<file path="src/shared/sar_ctl_cfg.svh">
// Constants for the converter control block
`ifndef SAR_CTL_CFG_SVH
`define SAR_CTL_CFG_SVH
`define RES_BITS 12
`define SHORT_BITS 8
`define CSR_CTRL 4'h0
`define CSR_STATUS 4'h4
`define CSR_RESULT 4'h8
`define CSR_COMPARE 4'hC
`define CTRL_CE_BIT 0
`define CTRL_CSN_BIT 1
`define CTRL_RC_BIT 2
`define CTRL_BYTE_SEL_BIT 3
`define CTRL_W12_BIT 4
`define CTRL_STANDALONE_BIT 5
`define CTRL_RESET 6'h02
`endif

</file>
<file path="src/shared/sar_ctl_pkg.sv">
// Types shared by the converter control modules
package sar_ctl_pkg;
  typedef enum logic [2:0] {
    ST_IDLE = 3'b001,
    ST_TRIAL = 3'b010,
    ST_DONE = 3'b100
  } conv_state_e;
endpackage

</file>
<file path="src/shared/sar_ctl_if.sv">
// Signals between control section and approximation register
interface sar_ctl_if;
  logic start;
  logic shortCycle;
  logic clkEnable;
  logic endOfConv;
  logic [11:0] code;
  modport ctl (output start, output shortCycle, input clkEnable,
    input endOfConv, input code);
  modport sar (input start, input shortCycle, output clkEnable,
    output endOfConv, output code);
endinterface

</file>
<file path="src/logic/sar_register.sv">
// Successive-approximation register with MSB-first trials
`include "sar_ctl_cfg.svh"
module sar_register
  import sar_ctl_pkg::*;
#(
  parameter int Bits = `RES_BITS
) (
  input wire logic clk,
  input wire logic rst,
  input wire logic compLess,
  output logic [3:0] trialIdx,
  sar_ctl_if.sar bus
);
  initial begin
    if (Bits != 12) $error("sar_register serves 12 bits only");
  end

  logic [11:0] code_ff;
  logic [3:0] bitIdx_ff;
  logic [3:0] lastIdx_ff;
  logic run_ff;
  logic eoc_ff;

  assign bus.code = code_ff;
  assign bus.clkEnable = run_ff;
  assign bus.endOfConv = eoc_ff;
  assign trialIdx = bitIdx_ff;

  // RULE14: clear and enable
  always_ff @(posedge clk or posedge rst) begin
    if (rst) begin
      run_ff <= 1'b0;
      eoc_ff <= 1'b0;
      bitIdx_ff <= 4'hB;
      lastIdx_ff <= 4'h0;
    end else begin
      eoc_ff <= 1'b0;
      if (bus.start && !run_ff) begin
        run_ff <= 1'b1;
        bitIdx_ff <= 4'hB;
        // RULE20: eight or twelve trials
        lastIdx_ff <= bus.shortCycle ? 4'h4 : 4'h0;
      end else if (run_ff) begin
        if (bitIdx_ff == lastIdx_ff) begin
          run_ff <= 1'b0;
          eoc_ff <= 1'b1;
        end else begin
          bitIdx_ff <= bitIdx_ff - 4'h1;
        end
      end
    end
  end

  // RULE17: keep bit if below
  always_ff @(posedge clk or posedge rst) begin
    if (rst) begin
      code_ff <= 12'h000;
    end else if (bus.start && !run_ff) begin
      code_ff <= 12'h000;
    end else if (run_ff) begin
      code_ff[bitIdx_ff] <= compLess;
    end
  end
endmodule

</file>
<file path="src/logic/sar_adc_control_interface.sv">
// Converter control section, output buffers and Avalon register slave
// Contract
// RULE1: Byte select low at start runs full twelve-bit cycle.
// RULE2: Byte select high at start runs short eight-bit cycle.
// RULE3: Byte read with byte select low drives eight MSBs.
// RULE4: Byte read, byte select high: low nibble, middle lines zero.
// RULE5: Activate is active high; commands act only while asserted.
// RULE6: Select is active low; high means deselected.
// RULE7: Upper lines carry bits 11-8; off for low byte.
// RULE8: Middle lines carry bits 7-4 in word or MSB byte.
// RULE9: Lower lines carry bits 3-0 when byte select high, else off; code also drives them in word mode with byte select low.
// RULE10: Full control: read/convert high reads, low converts.
// RULE11: Standalone: each falling read/convert edge starts conversion.
// RULE12: Busy output high whole conversion, low after.
// RULE13: Width select low gives two bytes, high one word.
// RULE14: Convert command enables clock and clears register.
// RULE15: Running conversion ignores restarts and withholds data.
// RULE16: End flag stops clock, drops busy, allows reads.
// RULE17: Trials MSB to LSB, keep bit when DAC below input.
// RULE18: Decision only while activate high and select low.
// RULE19: Data lines released whenever no read is enabled.
// RULE20: Short ends after eight trials, full after twelve.
//
// Added by the designer: the Avalon-MM slave port and the register offsets.
`include "sar_ctl_cfg.svh"
module sar_adc_control_interface
  import sar_ctl_pkg::*;
#(
  parameter int Bits = `RES_BITS
) (
  input wire logic clk,
  input wire logic rst,
  input wire logic [3:0] avs_address,
  input wire logic avs_read,
  input wire logic avs_write,
  input wire logic [31:0] avs_writedata,
  output logic [31:0] avs_readdata,
  output logic avs_waitrequest,
  input wire logic compLessPin,
  output logic [11:0] dataOut,
  output logic [11:0] dataOe,
  output logic convInProgress
);
  initial begin
    if (Bits != 12) $error("Only twelve-bit resolution is served");
  end

  sar_ctl_if link();
  logic [3:0] trialIdx;
  logic compMeta_ff;
  logic compSync_ff;
  logic [5:0] ctrl_ff;
  logic [11:0] compare_ff;
  logic compSrcSw_ff;
  logic start_ff;
  logic shortCycle_ff;
  logic rcPrev_ff;
  logic busy_ff;
  logic waitReq_ff;
  logic ack;
  logic [31:0] readData_ff;
  logic [11:0] result_ff;
  logic [11:0] dataOut_ff;
  logic [11:0] dataOe_ff;
  logic [11:0] nxt_dataOut;
  logic [11:0] nxt_dataOe;
  conv_state_e state_ff;
  logic chipOn;
  logic readCmd;
  logic convCmd;
  logic compLess;

  function automatic logic [11:0] trialValue(input logic [11:0] code,
                                             input logic [3:0] idx);
    logic [11:0] v;
    v = code;
    v[idx] = 1'b1;
    return v;
  endfunction

  // Comparator pin comes from the analog side, so synchronise it
  always_ff @(posedge clk or posedge rst) begin
    if (rst) begin
      compMeta_ff <= 1'b0;
      compSync_ff <= 1'b0;
    end else begin
      compMeta_ff <= compLessPin;
      compSync_ff <= compMeta_ff;
    end
  end

  // Software compare value stands in for the analog input when selected
  assign compLess = compSrcSw_ff ?
    (trialValue(link.code, trialIdx) <= compare_ff) : compSync_ff;

  // RULE5: activate high
  // RULE6: select low
  // RULE18: both together
  assign chipOn = ctrl_ff[`CTRL_CE_BIT] && !ctrl_ff[`CTRL_CSN_BIT];
  // RULE10: level decides
  assign readCmd = chipOn && ctrl_ff[`CTRL_RC_BIT] &&
    !ctrl_ff[`CTRL_STANDALONE_BIT];
  assign convCmd = ctrl_ff[`CTRL_STANDALONE_BIT] ?
    // RULE11: falling edge starts
    (rcPrev_ff && !ctrl_ff[`CTRL_RC_BIT] && chipOn) :
    (chipOn && !ctrl_ff[`CTRL_RC_BIT]);

  sar_register #(.Bits(Bits)) u_sar (
    .clk(clk),
    .rst(rst),
    .compLess(compLess),
    .trialIdx(trialIdx),
    .bus(link)
  );
  assign link.start = start_ff;
  assign link.shortCycle = shortCycle_ff;

  // Avalon slave: one wait cycle, so read data is settled when released
  always_ff @(posedge clk or posedge rst) begin
    if (rst) begin
      waitReq_ff <= 1'b1;
    end else begin
      waitReq_ff <= !((avs_read || avs_write) && waitReq_ff);
    end
  end
  assign ack = !waitReq_ff;
  assign avs_waitrequest = waitReq_ff;

  always_ff @(posedge clk or posedge rst) begin
    if (rst) begin
      ctrl_ff <= `CTRL_RESET;
      compare_ff <= 12'h000;
      compSrcSw_ff <= 1'b0;
    end else if (avs_write && ack) begin
      case (avs_address)
        `CSR_CTRL: ctrl_ff <= avs_writedata[5:0];
        `CSR_COMPARE: begin
          compare_ff <= avs_writedata[11:0];
          compSrcSw_ff <= avs_writedata[31];
        end
        default: ;
      endcase
    end
  end

  always_ff @(posedge clk or posedge rst) begin
    if (rst) begin
      readData_ff <= 32'h0000_0000;
    end else if (avs_read && waitReq_ff) begin
      case (avs_address)
        `CSR_CTRL: readData_ff <= {26'h0, ctrl_ff};
        `CSR_STATUS: readData_ff <= {29'h0, state_ff};
        // RULE15: data withheld while busy
        `CSR_RESULT: readData_ff <= busy_ff ? 32'h0 : {20'h0, result_ff};
        `CSR_COMPARE: readData_ff <= {compSrcSw_ff, 19'h0, compare_ff};
        default: readData_ff <= 32'h0000_0000;
      endcase
    end
  end
  assign avs_readdata = readData_ff;

  always_ff @(posedge clk or posedge rst) begin
    if (rst) begin
      rcPrev_ff <= 1'b0;
    end else begin
      rcPrev_ff <= ctrl_ff[`CTRL_RC_BIT];
    end
  end

  // Conversion sequencing
  always_ff @(posedge clk or posedge rst) begin
    if (rst) begin
      state_ff <= ST_IDLE;
      start_ff <= 1'b0;
      shortCycle_ff <= 1'b0;
      busy_ff <= 1'b0;
      result_ff <= 12'h000;
    end else begin
      start_ff <= 1'b0;
      case (state_ff)
        ST_IDLE, ST_DONE: begin
          if (convCmd) begin
            // RULE14: start clears register
            // RULE1: select low full
            // RULE2: select high short
            start_ff <= 1'b1;
            shortCycle_ff <= ctrl_ff[`CTRL_BYTE_SEL_BIT];
            busy_ff <= 1'b1;
            state_ff <= ST_TRIAL;
          end
        end
        ST_TRIAL: begin
          // RULE15: no restart while running
          // RULE16: end flag finishes
          // RULE12: busy until done
          if (link.endOfConv) begin
            busy_ff <= 1'b0;
            result_ff <= link.code;
            state_ff <= ST_DONE;
          end
        end
        default: state_ff <= ST_IDLE;
      endcase
    end
  end

  // Output buffer steering
  always_comb begin
    nxt_dataOut = 12'h000;
    nxt_dataOe = 12'h000;
    // RULE19: released unless reading
    if (readCmd && !busy_ff) begin
      // RULE13: width select
      if (ctrl_ff[`CTRL_W12_BIT]) begin
        // RULE7: upper nibble word
        // RULE8: middle nibble word
        nxt_dataOut = result_ff;
        nxt_dataOe = 12'hFFF;
      end else if (!ctrl_ff[`CTRL_BYTE_SEL_BIT]) begin
        // RULE3: eight MSBs
        nxt_dataOut = {result_ff[11:4], 4'h0};
        nxt_dataOe = 12'hFF0;
      end else begin
        // RULE4: low nibble, zeros
        // RULE9: lower nibble on
        nxt_dataOut = {8'h00, result_ff[3:0]};
        nxt_dataOe = 12'h0FF;
      end
    end
  end

  always_ff @(posedge clk or posedge rst) begin
    if (rst) begin
      dataOut_ff <= 12'h000;
      dataOe_ff <= 12'h000;
    end else begin
      dataOut_ff <= nxt_dataOut;
      dataOe_ff <= nxt_dataOe;
    end
  end
  assign dataOut = dataOut_ff;
  assign dataOe = dataOe_ff;
  assign convInProgress = busy_ff;
endmodule

</file>
<file path="config.mk">
export PLATFORM = sky130hd
export DESIGN_NAME = sar_adc_control_interface
export DESIGN_NICKNAME = d
export VERILOG_FILES = /design/src/shared/sar_ctl_pkg.sv /design/src/shared/sar_ctl_if.sv /design/src/logic/sar_register.sv /design/src/logic/sar_adc_control_interface.sv
export VERILOG_INCLUDE_DIRS = /design/src /design/src/shared
export SDC_FILE = /design/constraint.sdc
export NUM_CORES = 1
export LEC_CHECK = 0
export BUFFER_PORTS_ARGS = -buffer_cell sky130_fd_sc_hd__clkbuf_2
export CORE_MARGIN = 2
export CORE_UTILIZATION = 58
export DETAILED_ROUTE_END_ITERATION = 10
export GPL_TIMING_DRIVEN = 0
export PLACE_DENSITY = 0.85
export SLEW_MARGIN = 10
export SYNTH_ARGS = -nofsm -noshare
export SYNTH_HDL_FRONTEND = slang
export SYNTH_SLANG_ARGS = --single-unit
export TNS_END_PERCENT = 50
</file>
<file path="constraint.sdc">
create_clock -name clk -period 6.7 [get_ports clk]
set_input_delay 2.01 -clock clk [delete_from_list [all_inputs] [get_ports clk]]
set_output_delay 2.01 -clock clk [all_outputs]
set_load 0.03 [all_outputs]
</file>
==> results by stage, run 1 <==
Run status:
- The run finished with clean final reports.

Power:
- The total net switching power is 556 µW.
- Of the total power, registers draw 0.446.
- Internal power comes to 1050 µW.
- Of the total power, combinational logic draws 0.303.
- The static leakage is 0.00264 µW.
- Power spread over the standard cell area amounts to 319 nW/µm².
- The share of total power consumed by net switching is 0.347.
- The clock network fraction of total power is 0.252.
- The worst-case IR drop observed on VDD is 172 µV.

Synthesis:
- The count of different cell masters after synthesis is 47.
- The sequential fraction of the synthesis area is 0.515.
- Synthesis inferred 88 register bits.
- The cell area that synthesis handed to floorplanning was 4290 µm².
- The XOR/XNOR share of the synthesized area is 0.00408.
- The compound-gate portion of the synthesized area is 0.113.
- The proportion of synthesized area in mux cells is 0.0997.
- For this run, asynchronously set or reset flops after synthesis account for 1.00.
- The number of synthesized flops with an enable pin is 0.
- A synthesized cell averages 11.2 µm².
- Among all flip-flop cells after synthesis, the most frequent one is sky130_fd_sc_hd__dfrtp_1.
- The number of warning messages in the yosys log is 0.
- The main combinational cell family by area after synthesis is simple AND/OR/NAND/NOR gates.
- The post-synthesis share of cell area spent on and, or, nand and nor gates is 0.129.
- Synthesis produced 384 cells.
- Of the total synthesized cell area, the portion taken by full adders, half adders and majority gates is 0.0467.

Final layout:
- For this run, the post-layout net count is 530.
- Compared with the post-synthesis result, the final layout area differs by 17.2%.
- The number of antenna diodes in the final layout is 0.
- Once layout is complete, the utilization of the core stands at 0.697.
- The proportion of layout cells with a drive suffix above 1 is 0.333.
- Once layout is done, the placed cells without fillers occupy 5030 µm².

Timing:
- The largest clock skew in the final design is 0.0124 ns.
- Hold is met by 0.354 ns.
- At the pin with the least slew margin, the transition time is 0.718 ns.
- The setup TNS after final layout is 0 ns.
- The final period demand of the worst path is 3.14 ns.
- Setup violations remaining at the end of the flow were counted as 0.
- The max-slew headroom at the worst pin is 0.518.
- The number of max-slew violations in the final report is 0.
- The final number of hold-violating endpoints is 0.
- Dividing the final minimum period by the clock period gives 0.469.
- Setup repair after global routing left no endpoint under its margin.
- The fmax is 0.319 GHz.

Global routing:
- For met3 alone, demand over resource in global routing was 0.0461.
- For this run, global-route usage on met2 was measured as 0.415.
- For this run, global-route usage on met1 was measured as 0.295.
- After global routing the overflow that remains totals 0.
- The initial antenna violation count was 0.
- The global routing's busiest layer is met2.
- The global router's overall resource usage is 0.238.
- Entering global routing, the biggest net connects 65 pins.
- The via count of the first global-routing pass is 3143.
- The global-route wire length before repair is 15300 µm.

Worst setup path:
- The worst endpoint data arrival time is 1.13 ns.
- Walking the worst path, the cells encountered are clkbuf_2.
- For this design, the slowest cell found on the critical path is sky130_fd_sc_hd__dfstp_2.
- The worst setup path is captured at an output pin.
- The startpoint kind of the worst setup timing path is a flip-flop.
- Together, buffers and inverters on the worst path number 1.
- The worst endpoint required time is 4.69 ns.
- The setup path with the least slack is of type reg2out.
- The maximum fanout encountered on the critical timing path is 5.
- The cell class contributing the biggest share of worst-path delay is flip-flops.
- The largest stage delay on the critical path is 0.56 ns.

Clock tree:
- The number of resized instances in the post-cts repair step is 0.
- The H-tree generated during clock tree synthesis spans 3 levels.
- The clock transition at the registers of the reported paths is 0.09 ns.
- The TritonCTS clock tree is yes.
- Hold repair after CTS inserted 0 buffers.
- The buffers inserted during post-CTS setup optimization is 0.
- The number of buffers created by CTS is 9.
- Clock tree synthesis selected as its root buffer the cell sky130_fd_sc_hd__clkbuf_8.
- The sink count of the clock tree is 88.
- The number of buffers on the longest clock path is 2.
- The clock latency on the worst-skew pair is 0.37 ns.

Route:
- After the first detailed-routing iteration, the DRC count stood at 157.
- The count of vias placed by the detailed router is 3119.
- In the final routed layout, each cell accounts on average for 15.7 µm.
- Once detail routing completed, the nets flagged for antenna violations numbered 0.
- After detailed routing, the number of vias per cell comes to 5.41.
- The routed design has 9060 µm of wire.
- For this run, design rule violations remaining after detail routing come to 0.
- The number of iterations in the first detailed-routing pass is 7.

Floorplan:
- The floorplan step defined a die boundary enclosing 8100 µm².
- The I/O pin count is 99.
- The initialized floorplan defines 31 standard-cell rows.
- For this configuration, the core starts out at a cell density of 0.595.
- The placeable core region is 7210 µm².
- The die width is 90.0 µm.
- The die is 90.0 µm tall.

Place:
- The global placement routability congestion is 0.863.
- The post-detailed-placement half-perimeter wirelength is 6810 µm.
- The placed instances occupy a cell area of 4810 µm².
- The count of input and output buffers is 59.

Run:
- The max-cap check violation count is 0.

Min path:
- The type of the tightest min-delay check is reg2reg.
[registers in the layout, indices dropped and copies added (netlist names), 3 cells and up]
register	cells
avs_readdata	13
compare_ff	12
ctrl_ff	6
dataOe	3
dataOut	12
result_ff	12
state_ff	3
u_sar.bus.code	12
u_sar.trialIdx	4
[power groups by stage]
stage	clock, µW	sequential, µW	combinational, µW
CTS	408	713	484
finish	404	715	485
floorplan	0	702	367
detailed placement	0	723	477
global placement	0	717	449
global route	430	727	547
[logic make-up after synthesis]
logic type	Yosys count
other	1
xor gates and xnor gates	2
DFF	88
AOI/OAI and AO/OA	75
buffers and inverters	62
muxes	35
adders and majority gates	16
and+or+nand+nor	105
[synth_stat cells (all sizes together), types with 2 or more instances]
master / n / share of area
ha: 16 / 0.047
mux2: 32 / 0.093
nor2b: 4 / 0.0058
nand2: 37 / 0.036
o21ai: 29 / 0.034
a22oi: 6 / 0.010
nand2b: 3 / 0.0061
nand4: 2 / 0.0029
o21a: 3 / 0.0052
nor2: 14 / 0.012
o22ai: 3 / 0.0044
buf: 36 / 0.069
dfrtp: 82 / 0.48
nand3: 17 / 0.020
a221oi: 4 / 0.0096
clkbuf: 5 / 0.0047
a21o: 12 / 0.021
dfstp: 6 / 0.037
a21oi: 10 / 0.012
a222oi: 3 / 0.0070
inv: 21 / 0.018
and3: 3 / 0.0044
mux2i: 3 / 0.0070
xnor2: 2 / 0.0041
nor3: 4 / 0.0047
and2: 16 / 0.024
[layout make-up]
type                            count  area, µm²
Clock buffer                       10        128
Tap cell                           99        124
Sequential cell                    88       2210
Inverter                           21       81.3
Clock inverter                      6       92.6
Timing Repair Buffer               60        323
Buffer                             41        315
Multi-Input combinational cell    252       1750
Fill cell                         498       2190
[cells in the final DEF (no fill, tap or decap), types with 3 or more instances in the layout]
cell type / netlist / final
sky130_fd_sc_hd__a21o_1: 12 / 12
sky130_fd_sc_hd__a21oi_1: 10 / 10
sky130_fd_sc_hd__a221oi_1: 3 / 3
sky130_fd_sc_hd__a222oi_1: 3 / 3
sky130_fd_sc_hd__a22oi_1: 6 / 6
sky130_fd_sc_hd__and2_1: 14 / 14
sky130_fd_sc_hd__and3_1: 3 / 3
sky130_fd_sc_hd__buf_2: 3 / 3
sky130_fd_sc_hd__buf_4: 29 / 29
sky130_fd_sc_hd__clkbuf_1: 4 / 5
sky130_fd_sc_hd__clkbuf_2: 1 / 60
sky130_fd_sc_hd__clkbuf_8: 0 / 9
sky130_fd_sc_hd__conb_1: 1 / 19
sky130_fd_sc_hd__dfrtp_1: 82 / 82
sky130_fd_sc_hd__dfstp_2: 6 / 6
sky130_fd_sc_hd__ha_1: 16 / 16
sky130_fd_sc_hd__inv_1: 21 / 20
sky130_fd_sc_hd__mux2_2: 22 / 22
sky130_fd_sc_hd__mux2_4: 10 / 10
sky130_fd_sc_hd__mux2i_1: 3 / 3
sky130_fd_sc_hd__nand2_1: 36 / 36
sky130_fd_sc_hd__nand3_1: 17 / 17
sky130_fd_sc_hd__nor2_1: 14 / 14
sky130_fd_sc_hd__nor2b_1: 4 / 4
sky130_fd_sc_hd__nor3_1: 4 / 4
sky130_fd_sc_hd__o21a_1: 3 / 3
sky130_fd_sc_hd__o21ai_0: 27 / 27
sky130_fd_sc_hd__o22ai_1: 3 / 3
[stage by stage]
step                      std cells  worst slack, ns  power [µW]
final                           577             3.56        1600
after global routing            577             3.53        1700
after CTS                       577             3.55        1610
after detailed placement        561             3.35        1200
after global placement          560             1.61        1170
after floorplan                 402             2.42        1070
[path summary, 6_finish.rpt]
kind	from	end	slack [ns]	cells past startpoint
worst max-delay path	avs_waitrequest	avs_waitrequest	3.56	1
worst min-delay path	compMeta_ff	compSync_ff	0.35	0
worst max register to register	u_sar.trialIdx[0]	u_sar.bus.code[8]	3.86	10
worst min register to register	compMeta_ff	compSync_ff	0.35	0
max in group asynchronous	rst	state_ff[0]	4.45	3
min in group asynchronous	rst	avs_readdata[11]	1.59	2
[per-layer routing]
layer	up-vias	part of all wire
met1	1549	0.41
met5	-	0
met2	96	0.53
met4	0	0.016
met3	15	0.045
li1	1459	-
Note: power is estimated with default switching activity, not from simulation.
==> run 2, diff against run 1 <==
--- a/config.mk
+++ b/config.mk
@@ -6,12 +6,13 @@
 export SDC_FILE = /design/constraint.sdc
 export NUM_CORES = 1
 export LEC_CHECK = 0
+export ABC_AREA = 1
 export BUFFER_PORTS_ARGS = -buffer_cell sky130_fd_sc_hd__clkbuf_2
 export CORE_MARGIN = 2
-export CORE_UTILIZATION = 58
+export CORE_UTILIZATION = 49
 export DETAILED_ROUTE_END_ITERATION = 10
 export GPL_TIMING_DRIVEN = 0
-export PLACE_DENSITY = 0.85
+export PLACE_DENSITY = 0.76
 export SLEW_MARGIN = 10
 export SYNTH_ARGS = -nofsm -noshare
 export SYNTH_HDL_FRONTEND = slang
==> constraint.sdc (replaced) <==
create_clock -name clk -period 2.59 [get_ports clk]
set_input_delay 0.777 -clock clk [delete_from_list [all_inputs] [get_ports clk]]
set_output_delay 0.777 -clock clk [all_outputs]
set_load 0.03 [all_outputs]
==> results by stage, run 2 <==
Global routing:
- The global-route wire length before repair is 16300 µm.
- In the global route stage, overall resource usage came out at 0.204.
- Summed over all layers, the global routing overflow is 0.
- The initial antenna violation count came to 0.
- The via count of the first global-routing pass came to 3597.
- The largest net degree at the start of global routing is 34.

Worst setup path:
- The cell class contributing the biggest share of worst-path delay is simple AND/OR/NAND/NOR gates.
- In this run the register-to-register setup slack is 0.07 ns.
- The critical path is of the reg2reg type.
- In this run the worst setup path begins at u_sar.trialIdx[1].
- In this run the critical register-to-register path is captured at u_sar.bus.code[1].
- Counting stages on the worst path, the most repeated cell is sky130_fd_sc_hd__nand2_1.
- The worst endpoint data arrival time is 2.77 ns.
- The number of cells on the worst reg-to-reg path is 16.
- The slowest cell on the critical path is sky130_fd_sc_hd__dfstp_2.
- The largest stage delay on the critical path is 0.56 ns.
- STA classifies the critical path endpoint as a flip-flop.
- At the worst endpoint, the required time is 2.84 ns.
- Walking the worst path, the cells encountered are inv_1 -> ha_1 -> inv_1 -> nor2_1 -> or2_2 -> ha_4 -> nand2_1 -> inv_2 -> nand2_2 -> nor2_2 -> nand2_1 -> nand3_1 -> nand2_4 -> clkbuf_16 -> nand3_2 -> nand2_1.
- The startpoint identified for the worst register-to-register timing path is u_sar.trialIdx[1].
- Of all nets on the critical path, the largest fanout is 5.
- Counting both buffers and inverters, the worst setup path holds a total of 4.
- STA classifies the critical path startpoint as a flip-flop.
- The cell count along the critical path is 16.
- In this run the worst setup path terminates at u_sar.bus.code[1].

Final layout:
- The relative area change from synthesis to final layout is 18.0%.
- The summed area of non-filler cells in the final layout is 5340 µm².
- Fill cells in the final layout number 805.
- The library cell used most frequently in the layout, excluding fill and tap cells, is sky130_fd_sc_hd__nand2_1.
- Leaving out fill and tap cells, the most frequent cells in the layout are sky130_fd_sc_hd__nand2_1 (125), sky130_fd_sc_hd__dfrtp_1 (82), sky130_fd_sc_hd__inv_1 (71).
- The number of nets in the layout is 675.
- The proportion of layout cells with a drive suffix above 1 is 0.292.
- The flip-flop count of the largest register, all copies and words added is 13.
- The finished layout holds 734 standard cells, fillers aside.
- The number of antenna diodes in the final layout is 0.

Clock tree:
- The clock transition at the registers of the reported paths is 0.09 ns.
- The number of buffers on the longest clock path is 2.
- Clock tree synthesis inserted a total of 9 buffers.
- The buffer cell driving the clock tree root is sky130_fd_sc_hd__clkbuf_8.
- The number of buffers inserted for hold repair after clock tree synthesis is 0.
- The clock net in this run drives a total of 88 sinks.
- The clock latency on the worst-skew pair is 0.36 ns.
- TritonCTS built the clock tree.
- The H-tree was split into 3 levels.

Place:
- The global placement routability congestion is 0.910.
- The cell count after placement is 715.
- The cell area after placement is 5080 µm².
- The wire-length estimate of the detail-placed layout is 7520 µm.
- During placement, the flow inserted port buffers numbering 60.

Timing:
- The tightest hold path in the finished design has a slack of 0.361 ns.
- The number of max-slew violations in the final report is 0.
- The max-slew headroom at the worst pin is 0.511.
- Across the routed clock network, the largest skew measured is 0.0164 ns.
- The fmax is 0.398 GHz.
- The final number of hold-violating endpoints is 0.
- The final period demand of the worst path is 2.52 ns.
- The part of the cycle the worst path needs is 0.971.
- The setup violation total in the final timing report is 0.
- The slew of the pin with the lowest slew margin is 0.728 ns.

Min path:
- In this run the worst hold path is classified as reg2reg.

Synthesis:
- The number of cells produced by synthesis is 524.
- The async set or reset register ratio after synthesis is 1.00.
- In this run the mean area of a mapped cell was 8.64 µm².
- The synthesized design contains 0 enable-type register cells.
- The largest area contributor in the netlist is sky130_fd_sc_hd__dfrtp_1.
- The mapped cell area is 4530 µm².
- In this run, synthesis produced a sequential element count of 88.
- The area share of the leading cell type in the synthesized netlist is 0.453.
- The most used flip-flop cell after synthesis is sky130_fd_sc_hd__dfrtp_1.
- The count of different cell masters after synthesis is 36.
- The library cell with the highest instance count after synthesis is sky130_fd_sc_hd__nand2_1.
- The sequential fraction of the synthesis area is 0.488.
- Yosys attributes the largest share of cell area to sky130_fd_sc_hd__dfrtp_1 (45%), sky130_fd_sc_hd__nand2_1 (10%), sky130_fd_sc_hd__inv_1 (6.1%).
- In the synthesized netlist, the cells that appear most often are sky130_fd_sc_hd__nand2_1 (126), sky130_fd_sc_hd__dfrtp_1 (82), sky130_fd_sc_hd__inv_1 (73), sky130_fd_sc_hd__nor2_1 (49), sky130_fd_sc_hd__buf_4 (28).
- The number of warning messages in the yosys log is 0.

Route:
- The via-per-instance ratio is 4.94.
- The total wirelength of the detailed-routed design is 9830 µm.
- The number of iterations in the first detailed-routing pass is 5.
- The count of vias placed by the detailed router is 3623.
- In the routed design, unresolved DRC markers number 0.
- In this run, the number of DRC markers left after iteration 0 of detailed routing was 181.
- The number of nets with antenna violations after routing is 0.
- Dividing the detail-routed wire length by the instance count gives 13.4 µm.

Power:
- The share of total power consumed by net switching is 0.389.
- The analysis attributes to cell leakage a power of 0.00292 µW.
- The internal power of the cells totals 2530 µW.
- Summed over all nets, the switching power comes to 1610 µW.
- The proportion of power drawn by flip-flops and latches is 0.432.
- The clock network fraction of total power is 0.215.
- The ratio of total power to cell area is 775 nW/µm².
- The combinational fraction of design power is 0.353.
- Across the VDD grid, the largest voltage drop is 325 µV.

Run:
- Max-cap violations in this run came to 0.

Run status:
- The flow ran to the end, and the final reports show no timing, DRC or antenna violations.

Floorplan:
- The placeable core region is 9110 µm².
- The number of placement rows is 35.
- The I/O pin count is 99.
- The floorplan step defined a die boundary enclosing 10000 µm².
- In this run the vertical extent of the chip is 100 µm.
- For this configuration, the core starts out at a cell density of 0.497.
- The die width is 100 µm.
run 2: cell count changes after synthesis, sizes merged, moves of 4 or more:
| cell | delta |
|---|---|
| nor2b | -4 |
| o22ai | +4 |
| mux2 | -31 |
| a221oi | -4 |
| nand3 | +7 |
| nand2 | +94 |
| inv | +59 |
| a22oi | -6 |
| and2 | -16 |
| o211ai | +12 |
| nor2 | +39 |
| or2 | +8 |
| o21ai | +7 |
| a21o | -11 |
run 2: kinds of logic after synthesis:
logic type	after synthesis	share of synthesized area
other	1	0.000828
and+or+nand+nor	225	0.227
muxes	1	0.00332
DFF	88	0.488
buffers and inverters	121	0.134
AOI/OAI and AO/OA	72	0.102
adders and majority gates	16	0.0442
run 2: final cells by class:
class | count | area (µm²) | area share
clock inverter | 6 | 51.3 | 0.00960
timing repair buffer | 65 | 380 | 0.0712
multi-input combinational | 333 | 1820 | 0.340
tap | 111 | 139 | 0.0260
buffer | 41 | 312 | 0.0583
inverter | 80 | 304 | 0.0569
clock buffer | 10 | 128 | 0.0239
sequential | 88 | 2210 | 0.414
run 2: layer usage:
layer | global-route usage | share of wire | up-vias | wire, µm
li1 | - | - | 1793 | -
met3 | 0.0411 | 0.041 | 21 | 403
met1 | 0.263 | 0.44 | 1704 | 4310
met4 | 0.0685 | 0.021 | 0 | 208
met2 | 0.345 | 0.50 | 105 | 4910
met5 | 0 | 0 | - | 0
run 2: worst min path at each step:
stage / start / to / cells after the start
after floorplan: compMeta_ff / compSync_ff / 0
after global placement: compMeta_ff / compSync_ff / 0
after detailed placement: compMeta_ff / compSync_ff / 0
after CTS: compMeta_ff / compSync_ff / 0
after global routing: compMeta_ff / compSync_ff / 0
final: compMeta_ff / compSync_ff / 0
run 2: power by group through the flow:
stage	Combinational, µW	Sequential (µW)	Clock (µW)
final	1460	1790	891
after global routing	1660	1820	957
after CTS	1350	1790	898
after detailed placement	1340	1820	0
after global placement	1260	1810	0
after floorplan	1000	1810	0
run 2: through the flow:
step                      setup slack (ns)  TNS, ns  utilization  power, µW
after global placement               0.115        0        0.553       3070
after CTS                          0.00989        0        0.577       4050
after global routing               -0.0259   -0.120        0.586       4440
after detailed placement            0.0314        0        0.557       3170
after floorplan                      0.312        0            -       2810
final                               0.0745        0        0.586       4140
run 2: timing repair:
item / in CTS / in global routing
gates resized for setup: 0 / 9
setup endpoints to repair: 0 / 10
setup buffers: 0 / 2
==> run 3, diff against run 2 <==
--- a/config.mk
+++ b/config.mk
@@ -9,10 +9,10 @@
 export ABC_AREA = 1
 export BUFFER_PORTS_ARGS = -buffer_cell sky130_fd_sc_hd__clkbuf_2
 export CORE_MARGIN = 2
-export CORE_UTILIZATION = 49
+export CORE_UTILIZATION = 45
 export DETAILED_ROUTE_END_ITERATION = 10
 export GPL_TIMING_DRIVEN = 0
-export PLACE_DENSITY = 0.76
+export PLACE_DENSITY = 0.71
 export SLEW_MARGIN = 10
 export SYNTH_ARGS = -nofsm -noshare
 export SYNTH_HDL_FRONTEND = slang
==> results by stage, run 3 (synthesized netlist as in run 2, its figures left out) <==
Run status:
- The run finished with clean final reports.

Worst setup path:
- STA classifies the critical path endpoint as a flip-flop.
- On the critical path, the stage with the largest delay is an instance of sky130_fd_sc_hd__dfstp_2.
- The most prevalent standard cell on the critical path is sky130_fd_sc_hd__nand2_1.
- Along the worst path, the maximum fanout reaches 5.
- Data on the critical path is required at its endpoint by 2.85 ns.
- Counting cells, the worst reg-to-reg path comes to 16.
- The critical path is of the reg2reg type.
- Data arrives at the worst endpoint at 2.72 ns.
- In this design, the stage delay of the slowest critical-path cell is 0.56 ns.
- The count of buffering cells on the critical path with inverters included is 4.
- The setup check on the worst reg-to-reg path leaves a slack of 0.13 ns.
- Traced cell by cell, the critical path runs through inv_1 -> ha_1 -> inv_2 -> nor2_1 -> or2_2 -> ha_1 -> nand2_1 -> inv_2 -> nand2_2 -> nor2_2 -> nand2_1 -> nand3_1 -> nand2_4 -> clkbuf_16 -> nand3_2 -> nand2_1.
- In this design, the largest share of critical-path delay is due to simple AND/OR/NAND/NOR gates.
- The startpoint of the worst register-to-register path is u_sar.trialIdx[0].
- The end of the worst register-to-register path is u_sar.bus.code[4].
- The cell count along the critical path is 16.
- STA classifies the critical path startpoint as a flip-flop.

Global routing:
- In the global route stage, met3 resource usage came out at 0.0376.
- The first global-routing pass estimated 16200 µm of wire.
- For this run, global-route usage on met2 was measured as 0.307.
- The via count of the first global-routing pass came to 3492.
- The total grt overflow is 0.
- The largest net degree at the start of global routing is 38.
- The initial antenna violation count was 0.
- The global router's overall resource usage is 0.184.
- For this run, global-route usage on met1 was measured as 0.238.
- The global routing stage identified its most utilized layer as met2.

Final layout:
- 0 antenna diodes ended up in the layout.
- For this run, the share of the core covered by cells in the final layout is 0.547.
- The flip-flop count of the largest register, all copies and words added is 13.
- The proportion of layout cells with a drive suffix above 1 is 0.288.
- For this run, the post-layout net count is 676.
- The most common cell after layout, fill and taps aside is sky130_fd_sc_hd__nand2_1.
- The summed area of non-filler cells in the final layout is 5340 µm².
- The relative area change from synthesis to final layout is 18.0%.
- The number of fillers in the final layout is 931.
- In the layout the commonest cells are sky130_fd_sc_hd__nand2_1 (126), sky130_fd_sc_hd__dfrtp_1 (82), sky130_fd_sc_hd__inv_1 (70).

Clock tree:
- Counting the buffers created by CTS gives 9.
- The number of buffers on the longest clock path is 2.
- After clock tree synthesis, the clock-pin slew on the worst setup and hold paths is 0.09 ns.
- The clock latency on the worst-skew pair is 0.36 ns.
- The sink count of the clock tree is 88.
- TritonCTS built the clock tree.
- The tree is rooted in a sky130_fd_sc_hd__clkbuf_8.
- The H-tree depth is 3.

Timing:
- The largest clock skew in the final design is 0.0128 ns.
- Once routing completed, OpenROAD measured the worst setup slack at 0.128 ns.
- The slew of the pin with the lowest slew margin is 0.752 ns.
- Dividing the final minimum period by the clock period gives 0.951.
- Setup violations remaining at the end of the flow were counted as 0.
- The number of max-slew violations in the final report is 0.
- The final number of hold-violating endpoints was 0.
- Counting I/O delays and the setup requirement, the final critical path takes 2.46 ns.
- For this run, the top clock speed supported by timing is 0.406 GHz.
- In this run the tightest slew margin relative to its limit is 0.495.

Floorplan:
- The placeable core region is 9770 µm².
- The initial core utilization is 0.463.
- The number of placement rows is 36.
- In this run the vertical extent of the chip is 104 µm.
- The die width is 104 µm.
- Pin placement for this block handled 99 I/O pins.
- The die covers 10900 µm².

Power:
- Dividing total power by cell area gives a power density of 762 nW/µm².
- The maximum vdd ir drop is 301 µV.
- In this run the static leakage power is 0.00292 µW.

Run:
- Across the run, the number of max-cap violations was 0.

Min path:
- The type of the tightest min-delay check is reg2reg.
- The cell depth of the worst min-delay path is 0.
- The worst min-delay path startpoint is compMeta_ff.
- The worst hold path terminates at compSync_ff.

Place:
- The global placement routability congestion is 0.864.
- The cell area after placement is 5100 µm².
- In this run the tool buffered the top-level ports with 60 buffer cells.
- The HPWL after detailed placement is 7410 µm.
- The setup slack after placement is 0.0593 ns.

Route:
- The number of iterations in the first detailed-routing pass is 4.
- The remaining routing DRC violations is 0.
- The count of vias placed by the detailed router is 3540.
- The violation count after the first detailed-routing iteration is 221.
- The average wire length per cell after detail routing is 12.7 µm.
- The total wirelength of the detailed-routed design is 9620 µm.
- The count of nets left with antenna violations once routing finished came out at 0.
- Using the TritonRoute via totals, the vias-per-cell ratio works out to 4.68.
## run 3: cell type report
class | count | area (µm²) | share of cell area
Inverter | 80 | 304 | 0.0569
Timing Repair Buffer | 66 | 388 | 0.0726
Tap cell | 133 | 166 | 0.0311
Clock inverter | 6 | 42.5 | 0.00796
Clock buffer | 10 | 138 | 0.0258
Buffer | 41 | 312 | 0.0583
Multi-Input combinational cell | 333 | 1780 | 0.334
Sequential cell | 88 | 2210 | 0.413
## run 3: per-stage QoR
| stage | std cells | setup TNS [ns] | hold slack, ns | power [µW] |
|---|---|---|---|---|
| after global placement | 735 | 0 | 0.336 | 3080 |
| after floorplan | 542 | 0 | 0.331 | 2810 |
| after CTS | 753 | 0 | 0.359 | 4040 |
| after detailed placement | 737 | 0 | 0.338 | 3150 |
| after global routing | 757 | -0.0402 | 0.371 | 4370 |
| final | 757 | 0 | 0.356 | 4070 |
## run 3: worst max-delay path by stage
stage / startpoint / endpoint / slack, ns
3_5_place_dp: u_sar.trialIdx[0] / u_sar.bus.code[1] / 0.06
6_report: u_sar.trialIdx[0] / u_sar.bus.code[4] / 0.13
2_1_floorplan: u_sar.trialIdx[0] / u_sar.bus.code[11] / 0.31
3_3_place_gp: u_sar.trialIdx[0] / u_sar.bus.code[1] / 0.11
5_1_grt: u_sar.trialIdx[0] / u_sar.bus.code[11] / -0.02
4_1_cts: u_sar.trialIdx[0] / u_sar.bus.code[8] / 0.03
## run 3: worst reg2reg max path: cells and delay by family (launching register included)
| family | cells | cell delay [ns] |
|---|---|---|
| buffers and inverters | 4 | 0.37 |
| and+or+nand+nor | 10 | 0.94 |
| adders and majority gates | 2 | 0.49 |
| DFF | 1 | 0.56 |
## run 3: per-layer routing
metal | wire length (µm) | vias to the layer above | part of all wire
met4 | 101 | 0 | 0.011
met1 | 4380 | 1659 | 0.46
met5 | 0 | - | 0
met2 | 4740 | 82 | 0.49
li1 | - | 1789 | -
met3 | 398 | 10 | 0.041
## run 3: where the power goes
group	internal [µW]	switching [µW]	total (µW)
Clock	378	507	885
Combinational	521	883	1400
Sequential	1620	161	1780
## run 3: repair_timing
item,in CTS,in global routing
setup buffers,0,3
hold buffers,0,0
gates resized for setup,0,5
setup endpoints to repair,0,11
